### src/shared/rwt_pkg.sv
// Purpose: Shared constants and types for the runaway watchdog timer.
// Assumes: One clock at the oscillator rate; 8-bit register port.
// Notes:   The counter advances once every two clocks (the phase clock).
package rwt_pkg;

    // Register port geometry.
    localparam int ADDR_W = 3;
    localparam int DATA_W = 8;

    // Register offsets.
    localparam logic [ADDR_W-1:0] OFF_MODE   = 3'h0;
    localparam logic [ADDR_W-1:0] OFF_CODE   = 3'h1;
    localparam logic [ADDR_W-1:0] OFF_STATUS = 3'h2;
    localparam logic [ADDR_W-1:0] OFF_CNT0   = 3'h3;
    localparam logic [ADDR_W-1:0] OFF_CNT1   = 3'h4;
    localparam logic [ADDR_W-1:0] OFF_CNT2   = 3'h5;

    // Mode register fields.
    localparam int MODE_EN_BIT   = 7;
    localparam int MODE_PSEL_LSB = 5;
    localparam int MODE_RSTC_BIT = 1;
    localparam int PSEL_W        = 2;

    // Mode register reset values.
    localparam logic              EN_RST   = 1'b1;
    localparam logic [PSEL_W-1:0] PSEL_RST = 2'h0;
    localparam logic              RSTC_RST = 1'b0;

    // Status register fields.
    localparam int STAT_ARMED_BIT = 0;
    localparam int STAT_LOW_BIT   = 1;
    localparam int STAT_HOLD_BIT  = 2;

    // Code register values.
    localparam logic [DATA_W-1:0] CODE_DISABLE = 8'hb1;
    localparam logic [DATA_W-1:0] CODE_CLEAR   = 8'h4e;

    // Counter geometry: taps at 2^16, 2^18, 2^20, 2^22 oscillator periods.
    localparam int CNT_W    = 22;
    localparam int TAP_N    = 4;
    localparam int TAP_LSB  = 14;
    localparam int TAP_STEP = 2;

    // Timing: one state is two clocks; reset hold is the 8-state minimum.
    localparam int CLK_PER_NS    = 8;
    localparam int CLK_PER_STATE = 2;
    localparam int HOLD_STATES   = 8;
    localparam int HOLD_CYCLES   = HOLD_STATES * CLK_PER_STATE;
    localparam int HOLD_W        = 5;
    localparam logic [HOLD_W-1:0] HOLD_LAST = 5'(HOLD_CYCLES - 1);

    typedef enum logic {
        ARM_ON,
        ARM_OFF
    } rwt_arm_t;

    typedef enum logic [1:0] {
        PIN_IDLE,
        PIN_ALARM,
        PIN_RESET
    } rwt_pin_t;

endpackage : rwt_pkg

### src/rtl/rwt_stage_counter.sv
// Purpose: Free-running binary counter on the phase clock with period taps.
// Assumes: Clear and hold come from logic on the same clock.
// Notes:   Hold zeroes the counter, so standby entry also clears it.
module rwt_stage_counter (
    input  wire logic                      clk,
    input  wire logic                      rst,
    input  wire logic                      clear,
    input  wire logic                      hold,
    output logic [rwt_pkg::CNT_W-1:0]      count,
    output logic [rwt_pkg::TAP_N-1:0]      tap_hit
);
    import rwt_pkg::*;

    logic             phase;
    logic             next_phase;
    logic [CNT_W-1:0] next_count;

    always_comb begin
        next_phase = ~phase;
        next_count = count;
        if (hold || clear) begin
            next_phase = 1'b0;
            next_count = '0;
        end else if (phase) begin
            next_count = count + 1'b1;
        end
    end

    always_ff @(posedge clk or posedge rst) begin
        if (rst) begin
            phase <= 1'b0;
            count <= '0;
        end else begin
            phase <= next_phase;
            count <= next_count;
        end
    end

    // A tap overflows when every stage at and below it carries out.
    for (genvar i = 0; i < TAP_N; i++) begin : g_tap
        localparam int HI = TAP_LSB + TAP_STEP * i;
        assign tap_hit[i] = phase && !hold && !clear && (&count[HI:0]);
    end

endmodule : rwt_stage_counter

### src/rtl/rwt_runaway_timer.sv
// Purpose: Runaway watchdog timer with alarm pin, NMI and reset connection.
// Assumes: Register port and standby level come from the same clock domain.
// Notes:   Alarm pin and chip reset request are plain active-level outputs.
//
// Local design decisions: strobed register access and the placing of the registers.
module rwt_runaway_timer (
    input  wire logic                         clk,
    input  wire logic                         rst,
    input  wire logic [rwt_pkg::ADDR_W-1:0]   addr,
    input  wire logic [rwt_pkg::DATA_W-1:0]   wr_data,
    input  wire logic                         wr_en,
    input  wire logic                         rd_en,
    input  wire logic                         standby,
    output logic      [rwt_pkg::DATA_W-1:0]   rd_data,
    output logic                              watchdog_interrupt,
    output logic                              watchdog_out_pin,
    output logic                              chip_reset_out
);
    import rwt_pkg::*;

    // Decoded accesses.
    logic mode_wr;
    logic code_wr;
    logic clear_wr;
    logic disable_wr;

    // Mode register state.
    logic              watchdog_enable_bit;
    logic [PSEL_W-1:0] period_select;
    logic              reset_connect_bit;
    logic              next_watchdog_enable_bit;
    logic [PSEL_W-1:0] next_period_select;
    logic              next_reset_connect_bit;

    // Arming state.
    rwt_arm_t arm;
    rwt_arm_t next_arm;

    // Alarm pin state.
    rwt_pin_t          pin;
    rwt_pin_t          next_pin;
    logic [HOLD_W-1:0] hold_cnt;
    logic [HOLD_W-1:0] next_hold_cnt;
    logic              self_rst;
    logic              next_self_rst;
    logic              next_watchdog_interrupt;
    logic              next_watchdog_out_pin;
    logic              next_chip_reset_out;

    // Read port state.
    logic [DATA_W-1:0] next_rd_data;

    // Counter.
    logic [CNT_W-1:0]  count;
    logic [TAP_N-1:0]  tap_hit;
    logic              overflow;
    logic              cnt_clear;

    assign mode_wr    = wr_en && (addr == OFF_MODE);
    assign code_wr    = wr_en && (addr == OFF_CODE);
    // Any other code value matches neither compare and so does nothing.
    assign clear_wr   = code_wr && (wr_data == CODE_CLEAR);
    assign disable_wr = code_wr && (wr_data == CODE_DISABLE);

    // The self reset clears the counter as well as the control state.
    assign cnt_clear = clear_wr || self_rst;

    // Standby holds the counter at zero; bus grant has no effect at all,
    // because the timer keeps running whoever owns the external bus.
    // The counter's own asynchronous reset lets it run from the first
    // edge after release.
    rwt_stage_counter u_counter (
        .clk     (clk),
        .rst     (rst),
        .clear   (cnt_clear),
        .hold    (standby),
        .count   (count),
        .tap_hit (tap_hit)
    );

    // Only the selected tap matters; the counter itself wraps on its own.
    assign overflow = tap_hit[period_select];

    // Mode register.
    always_comb begin
        next_watchdog_enable_bit = watchdog_enable_bit;
        next_period_select       = period_select;
        next_reset_connect_bit   = reset_connect_bit;
        if (self_rst) begin
            next_watchdog_enable_bit = EN_RST;
            next_period_select       = PSEL_RST;
            next_reset_connect_bit   = RSTC_RST;
        end else if (mode_wr) begin
            next_watchdog_enable_bit = wr_data[MODE_EN_BIT];
            next_period_select =
                wr_data[MODE_PSEL_LSB +: PSEL_W];
            next_reset_connect_bit   = wr_data[MODE_RSTC_BIT];
        end
    end

    always_ff @(posedge clk or posedge rst) begin
        if (rst) begin
            watchdog_enable_bit <= EN_RST;
            period_select       <= PSEL_RST;
            reset_connect_bit   <= RSTC_RST;
        end else begin
            watchdog_enable_bit <= next_watchdog_enable_bit;
            period_select       <= next_period_select;
            reset_connect_bit   <= next_reset_connect_bit;
        end
    end

    // Arming. The two-step disable makes it hard for a runaway program to
    // switch the watchdog off by a single stray write.
    always_comb begin
        next_arm = arm;
        if (self_rst) begin
            next_arm = ARM_ON;
        end else if (watchdog_enable_bit) begin
            next_arm = ARM_ON;
        end else if (disable_wr) begin
            next_arm = ARM_OFF;
        end
    end

    always_ff @(posedge clk or posedge rst) begin
        if (rst) begin
            arm <= ARM_ON;
        end else begin
            arm <= next_arm;
        end
    end

    // Alarm pin, interrupt and reset hold.
    always_comb begin
        next_pin                = pin;
        next_hold_cnt           = hold_cnt;
        next_self_rst           = 1'b0;
        next_watchdog_interrupt = 1'b0;
        case (pin)
            PIN_IDLE: begin
                // Disabled only masks the outputs; the count goes on.
                if (overflow && arm == ARM_ON) begin
                    next_watchdog_interrupt = 1'b1;
                    next_hold_cnt           = '0;
                    if (reset_connect_bit) begin
                        next_pin = PIN_RESET;
                    end else begin
                        next_pin = PIN_ALARM;
                    end
                end
            end
            PIN_ALARM: begin
                // Further overflows still interrupt, as an interval timer.
                if (overflow && arm == ARM_ON) begin
                    next_watchdog_interrupt = 1'b1;
                end
                if (arm == ARM_OFF && clear_wr) begin
                    next_pin = PIN_IDLE;
                end
            end
            PIN_RESET: begin
                if (hold_cnt == HOLD_LAST) begin
                    next_pin      = PIN_IDLE;
                    next_self_rst = 1'b1;
                end else begin
                    next_hold_cnt = hold_cnt + 1'b1;
                end
            end
            default: begin
                next_pin = PIN_IDLE;
            end
        endcase
        next_watchdog_out_pin = (next_pin == PIN_IDLE);
        next_chip_reset_out   = (next_pin == PIN_RESET);
    end

    always_ff @(posedge clk or posedge rst) begin
        if (rst) begin
            pin                <= PIN_IDLE;
            hold_cnt           <= '0;
            self_rst           <= 1'b0;
            watchdog_interrupt <= 1'b0;
            watchdog_out_pin   <= 1'b1;
            chip_reset_out     <= 1'b0;
        end else begin
            pin                <= next_pin;
            hold_cnt           <= next_hold_cnt;
            self_rst           <= next_self_rst;
            watchdog_interrupt <= next_watchdog_interrupt;
            watchdog_out_pin   <= next_watchdog_out_pin;
            chip_reset_out     <= next_chip_reset_out;
        end
    end

    // Read port. The code register is write only and reads as zero, as do
    // unmapped offsets and unused bits.
    always_comb begin
        next_rd_data = '0;
        if (rd_en) begin
            case (addr)
                OFF_MODE: begin
                    next_rd_data[MODE_EN_BIT] = watchdog_enable_bit;
                    next_rd_data[MODE_PSEL_LSB +: PSEL_W] = period_select;
                    next_rd_data[MODE_RSTC_BIT] = reset_connect_bit;
                end
                OFF_STATUS: begin
                    next_rd_data[STAT_ARMED_BIT] = (arm == ARM_ON);
                    next_rd_data[STAT_LOW_BIT]   = (pin != PIN_IDLE);
                    next_rd_data[STAT_HOLD_BIT]  = (pin == PIN_RESET);
                end
                OFF_CNT0: begin
                    next_rd_data = count[7:0];
                end
                OFF_CNT1: begin
                    next_rd_data = count[15:8];
                end
                OFF_CNT2: begin
                    next_rd_data = {2'h0, count[CNT_W-1:16]};
                end
                default: begin
                    next_rd_data = '0;
                end
            endcase
        end
    end

    always_ff @(posedge clk or posedge rst) begin
        if (rst) begin
            rd_data <= '0;
        end else begin
            rd_data <= next_rd_data;
        end
    end

endmodule : rwt_runaway_timer

### config.mk
export PLATFORM = sky130hd
export DESIGN_NAME = rwt_runaway_timer
export DESIGN_NICKNAME = d
export VERILOG_FILES = /design/src/shared/rwt_pkg.sv /design/src/rtl/rwt_stage_counter.sv /design/src/rtl/rwt_runaway_timer.sv
export SDC_FILE = /design/constraint.sdc
export NUM_CORES = 1
export LEC_CHECK = 0
export ABC_CLOCK_PERIOD_IN_PS = 1900
export BUFFER_PORTS_ARGS = -buffer_cell sky130_fd_sc_hd__buf_2
export CAP_MARGIN = 20
export CORE_MARGIN = 2
export CORE_UTILIZATION = 52
export DETAILED_ROUTE_END_ITERATION = 10
export PLACE_DENSITY = 0.75
export SLEW_MARGIN = 20
export SYNTH_ARGS = -nofsm -noshare
export SYNTH_HDL_FRONTEND = slang
export SYNTH_SLANG_ARGS = --single-unit
export TNS_END_PERCENT = 100
### constraint.sdc
create_clock -name clk -period 1.9 [get_ports clk]
set_input_delay 0.285 -clock clk [delete_from_list [all_inputs] [get_ports clk]]
set_output_delay 0.285 -clock clk [all_outputs]
set_load 0.1 [all_outputs]
Word level (Yosys, flattened, before mapping)
Index checks and enable logic that the tools add are counted.

Register bits after elaboration: 47. Latch bits: 0. Bits in writable memories: 0. ROM bits: 0. Input bits: 16. Output and inout port bits: 11. Word-level logic and storage cells: 93. Memories kept: 0.

Add/subtract/negate cells: 2. $mul: 0. Divide/modulo/power cells: 0. Magnitude comparators: 1. Equal/unequal tests: 13. Shift operators: 0. Multiplexer cells: 32. Bitwise operators: 2. Reduce and logical (&&, ||, !) cells: 30.

Operators by type and width (count): $mux W22 (2); $add A22 B1 Y22 const B (1); $reduce_and A21 Y1 (1); $reduce_and A19 Y1 (1); $reduce_and A17 Y1 (1); $reduce_and A15 Y1 (1); $mux W1 (13); $logic_and A1 B1 Y1 (12); $mux W2 (6); $pmux W2 S3 (2); $pmux W3 S4 (1); $mux W5 (2); $pmux W5 S2 (1); $eq A8 B7 Y1 const B (1); $eq A8 B8 Y1 const B (1); $mux W8 (1); $pmux W1 S4 (2); $reduce_bool A2 Y1 (4); $eq A3 B2 Y1 const B (2); $eq A3 B3 Y1 const B (2); $add A5 B1 Y5 const B (1); $eq A5 B4 Y1 const B (1); $pmux W1 S5 (1); $eq A2 B2 Y1 const B (2); other kinds (13) (18).

Longest topological paths before layout
Depth after elaboration: 13. Depth in mapped cells: 9. Gate-level depth less buffers: 9.

Cells and area by module
From an unflattened synthesis, not the netlist that was laid out.

Cell total of the unflattened synthesis: 258. Area, all modules: 2598.7 um^2.

By module, submodules not included: rwt_runaway_timer (times used 1, cells each 128, area an instance 1370.1 um^2, sequential area each 603.1 um^2); rwt_stage_counter (times used 1, cells each 130, area an instance 1228.7 um^2, sequential area each 575.6 um^2).

Least setup slack after synthesis
Ideal clock, no wire load.

Path type: register to register. Start: reg u_counter.count[0] in the netlist's numbering. End: reg chip_reset_out. Setup time: 68 ps. Arrival: 1857 ps. Required time: 1832 ps. Slack: -25 ps. Stages on the path, launching flop included: 10. Path buffers: 0. Clock period less this slack: 1925 ps. Cell sequence: dfrtp_1 > ha_1 > and3_1 > nand2_1 > nor3_1 > ha_1 > a21oi_1 > o41a_1 > nor3_4 > a32o_1.

Word-level cells in the longest chain between the ends: 8. Elaborated cells between the ends (all ways): 14. Classes of those cells: 1 x eq/ne; 4 x mux; 9 x reduce/logical.

Ends and longest elaborated chain: start: declaration (RTL line rwt_stage_counter.sv:9) `output logic [rwt_pkg::CNT_W-1:0] count,`; start signal: assignment (RTL line rwt_stage_counter.sv:35) `count <= next_count;`; $reduce_and A21 Y1 (tied with other cells) (RTL line rwt_stage_counter.sv:42) `assign tap_hit[i] = phase && !hold && !clear && (&count[HI:0]);`; $logic_and A1 B1 Y1 (RTL line rwt_stage_counter.sv:42); $bmux W1 S2 (*) (RTL line rwt_runaway_timer.sv:82) `assign overflow = tap_hit[period_select];`; $mux W1 (implied by the code) (*) (RTL line rwt_runaway_timer.sv:82); $logic_and A1 B1 Y1 (*) (RTL line rwt_runaway_timer.sv:143) `if (overflow && arm == ARM_ON) begin`; $mux W2 (*) (RTL line rwt_runaway_timer.sv:143); $pmux W2 S3 (*) (RTL line rwt_runaway_timer.sv:140) `case (pin)`; $eq A2 B2 Y1 (*) (RTL line rwt_runaway_timer.sv:175) `next_chip_reset_out = (next_pin == PIN_RESET);`; named net next_chip_reset_out (RTL line rwt_runaway_timer.sv:48) `logic next_chip_reset_out;`; end signal: assignment (RTL line rwt_runaway_timer.sv:192) `chip_reset_out <= next_chip_reset_out;`; end: declaration (RTL line rwt_runaway_timer.sv:17) `output logic chip_reset_out`.

The timed path passes the listed nets; every way through them passes the cells marked *. The select of a mux whose other input is x is not followed. A chain may end at the register's enable or synchronous reset.

Final worst setup path
Same ends and word-level chain as after synthesis.

==> results.yml <==
setup_path:
  crit_type: "reg -> reg"
  path_max_fanout: 9
  cp-start-kind: "register"
  crit_slowest_cell: "dfrtp_1"
  crit_chain: "ha_2 -> and3_4 -> nand2_4 -> nor3_2 -> ha_2 -> a21oi_2 -> o41a_1 -> nor3_4 -> buf_12 -> a32o_1"
  crit_required_ps: 2100
  cp.arrival_ps: 2150
  endpoint_kind: "register"
  worst_path_most_repeated_cell: "ha_2"
  slowest_delay_ps: 390
final_layout:
  finalNetCount: 328
  area_growth_pct: 22.1
  fin_util_pct: 65.2
  n_antenna_cell: 0
  fin_cells: 363
  drive_gt1_share_pct: 26.5
  fillerInstances: 385
placed_design:
  gp_congestion: 0.821
  hpwl_um: 3980
  dpl.cell_count: 353
  io_buffers: 26
route:
  wire_per_inst_um: 15.3
  drtIter0Drc: 159
  vias: 2110
  drtPass1Iterations: 4
  antenna_left: 0
  routed_wl_um: 5540
  drc_errors: 0
  vias_per_cell: 5.81
synthesis:
  async_flop_share_pct: 100
  synth_top_flop_cell: "dfrtp_1"
  synth_seq_cells: 47
  synth_top_area_share_pct: 45.2
  synth-adder-area-share_pct: 2.01
  synth_cells: 251
  synth_area_leaders: "dfrtp_1 (45%), mux2i_1 (5.2%), nor2_1 (4.5%)"
  synthXorXnorAreaFrac_pct: 5.63
  yosysSeqAreaShare_pct: 47.4
  synth_simple_gate_area_share_pct: 24.4
  synth_top_family_by_area: "simple AND/OR/NAND/NOR gates"
  yosysWarnings: 0
  ys_types: 47
  synth_edf_count: 0
  syn_nets: 271
  netlist_area_um2: 2490
  synth_top_cell_by_area: "dfrtp_1"
  avgSynthCellArea_um2: 9.91
  synth_compound_area_share_pct: 12.1
  synth_mux_area_share_pct: 6.13
clocking:
  hold_buffers: 0
  clock-sinks: 47
  path_clk_slew_ps: 90
  tritoncts: "done"
  clockRootBuffer: "clkbuf_8"
  clkLatencyLatePin_ps: 300
  clockBufferDepth: 2
  h-tree-depth: 2
  cts_buffers: 5
timing:
  layout_min_cycle_time_ps: 1940
  finalCritPeriodShare_pct: 102
  maxSlewViolCount: 0
  finalHoldViolCount: 0
  finalSetupTns_ps: -78.2
  slew_headroom_pct: 61.3
  fin_ws_ps: -44.8
  max_clock_freq_ghz: 0.514
  tightest_slew_ps: 580
  rsz0062_at_grt: "true"
  clock_skew_ps: 11.6
  setup_viol: 3
die:
  die_area_um2: 5360
  die_w_um: 73.2
  initial_utilization_pct: 53.4
  die_y_um: 73.2
  core_area_um2: 4660
  pin_count: 27
  row_count: 25
min_path:
  min_path_type: "in -> async"
global_routing:
  grt-ovfl-total: 0
  grt_pass1_wl_um: 9270
  antenna_found_initial: 0
  grt_max_degree: 48
  grt_pass1_vias: 2009
  grt_usage_pct: 22.6
pwr:
  leakage_nw: 1.41
  p_per_area_nw_per_um2: 882
  ir_worst_vdd_mv: 0.473
status:
  violations: "setup timing"
  status: "complete, but fails checks"
run:
  drv_cap: 0
-- path summary, 6_finish.rpt --
path                            cells after the start             endpoint  slack [ps]               start
worst max-delay path                               10       chip_reset_out         -40  u_counter.count[0]
worst min-delay path                                3          hold_cnt[3]         120                 rst
worst max register to register                     10       chip_reset_out         -40  u_counter.count[0]
worst min register to register                      2          hold_cnt[4]         540         hold_cnt[4]
max in group asynchronous                           3  u_counter.count[16]        1390                 rst
min in group clk                                    2  watchdog_enable_bit         220          wr_data[7]
-- logic make-up (layout without fill, tap and decap cells) --
| kind of cell | after synthesis | after routing |
|---|---|---|
| mux | 15 | 15 |
| flops | 47 | 47 |
| xor+xnor | 16 | 16 |
| compound gates | 46 | 46 |
| fa+ha+maj | 4 | 4 |
| buf+inv | 16 | 74 |
| simple gates | 107 | 107 |
-- synthesized netlist by cell type (4+ instances only) --
cell       n
a21oi_1   11
a22oi_1    5
and2_1     5
clkbuf_1   8
dfrtp_1   45
ha_1       4
inv_1      6
mux2i_1   13
nand2_1   13
nand2b_1   6
nand3_1    7
nand4_1    8
nor2_1    30
nor3_1    10
o21ai_0   13
or3_1      4
xnor2_1    6
xor2_1    10
-- stage by stage --
step                      hold slack (ps)  power (mW)  worst slack (ps)  instance area, µm²
after floorplan                       411        1.85              23.3                2490
after global placement                456        2.04             -78.9                2890
after detailed placement              461        2.07              -157                2890
after CTS                             138        2.66             -60.7                3020
after global routing                  179        2.84             -98.5                3040
final                                 117        2.68             -44.8                3040
-- state kept, by name, summed over array words and instances (netlist names) --
name                 flops
u_counter.count         22
rd_data                  8
watchdog_out_pin         1
u_counter.phase          1
hold_cnt                 5
reset_connect_bit        1
period_select            2
pin                      2
self_rst                 1
arm                      1
watchdog_enable_bit      1
chip_reset_out           1
watchdog_interrupt       1
-- layout by cell type (no fill, tap or decap), types with 3 or more instances in the layout --
cell	netlist	final
dfrtp_1	45	45
buf_4	0	33
nor2_1	30	30
buf_2	0	26
mux2i_1	13	13
o21ai_0	13	12
nand2_1	13	12
xor2_1	10	10
a21oi_1	11	10
nor3_1	10	9
nand4_1	8	8
nand3_1	7	7
xnor2_1	6	6
nand2b_1	6	6
inv_1	6	5
a22oi_1	5	5
and2_1	5	5
clkbuf_8	0	5
or3_1	4	4
nor4b_1	3	3
and4_1	3	3
a31oi_1	3	3
nor2b_1	3	3
ha_2	0	3
-- report_power, final --
| part | switching, mW | leakage, nW | internal, mW | total, mW |
|---|---|---|---|---|
| Sequential | 0.140 | 0.619 | 1.12 | 1.26 |
| Combinational | 0.479 | 0.752 | 0.368 | 0.847 |
| Clock | 0.318 | 0.0422 | 0.258 | 0.576 |
| Total | 0.937 | 1.41 | 1.74 | 2.68 |
-- area by class of cell --
cell class / instances / area (µm²) / share of cell area, %
well taps: 54 / 67.6 / 2.22
flip-flops and latches: 47 / 1180 / 38.8
clock inverters: 1 / 5.00 / 0.165
repair buffers: 60 / 398 / 13.1
inverters: 6 / 22.5 / 0.741
clock buffers: 7 / 76.3 / 2.51
multi-input cells: 188 / 1290 / 42.5
-- repair_timing --
| item | CTS | global route |
|---|---|---|
| hold endpoints to repair | 0 | 0 |
| setup buffers | 1 | 2 |
| resized for setup | 7 | 3 |
| pin swaps | 5 | 4 |
| setup endpoints to repair | 9 | 9 |
-- routing by layer --
metal	share of wire (%)	track usage (%)
met1	46	31.4
met2	49	35.8
met3	4.7	4.56
met4	1.1	6.58
met5	0	0
-- worst max-delay path: cells and delay by family, from the launching register on --
kind	cells	cell delay (ps)
flops	1	390
fa+ha+maj	2	360
buf+inv	1	140
simple gates	4	350
compound gates	3	630
No activity file was read; power rests on OpenSTA's default activity.
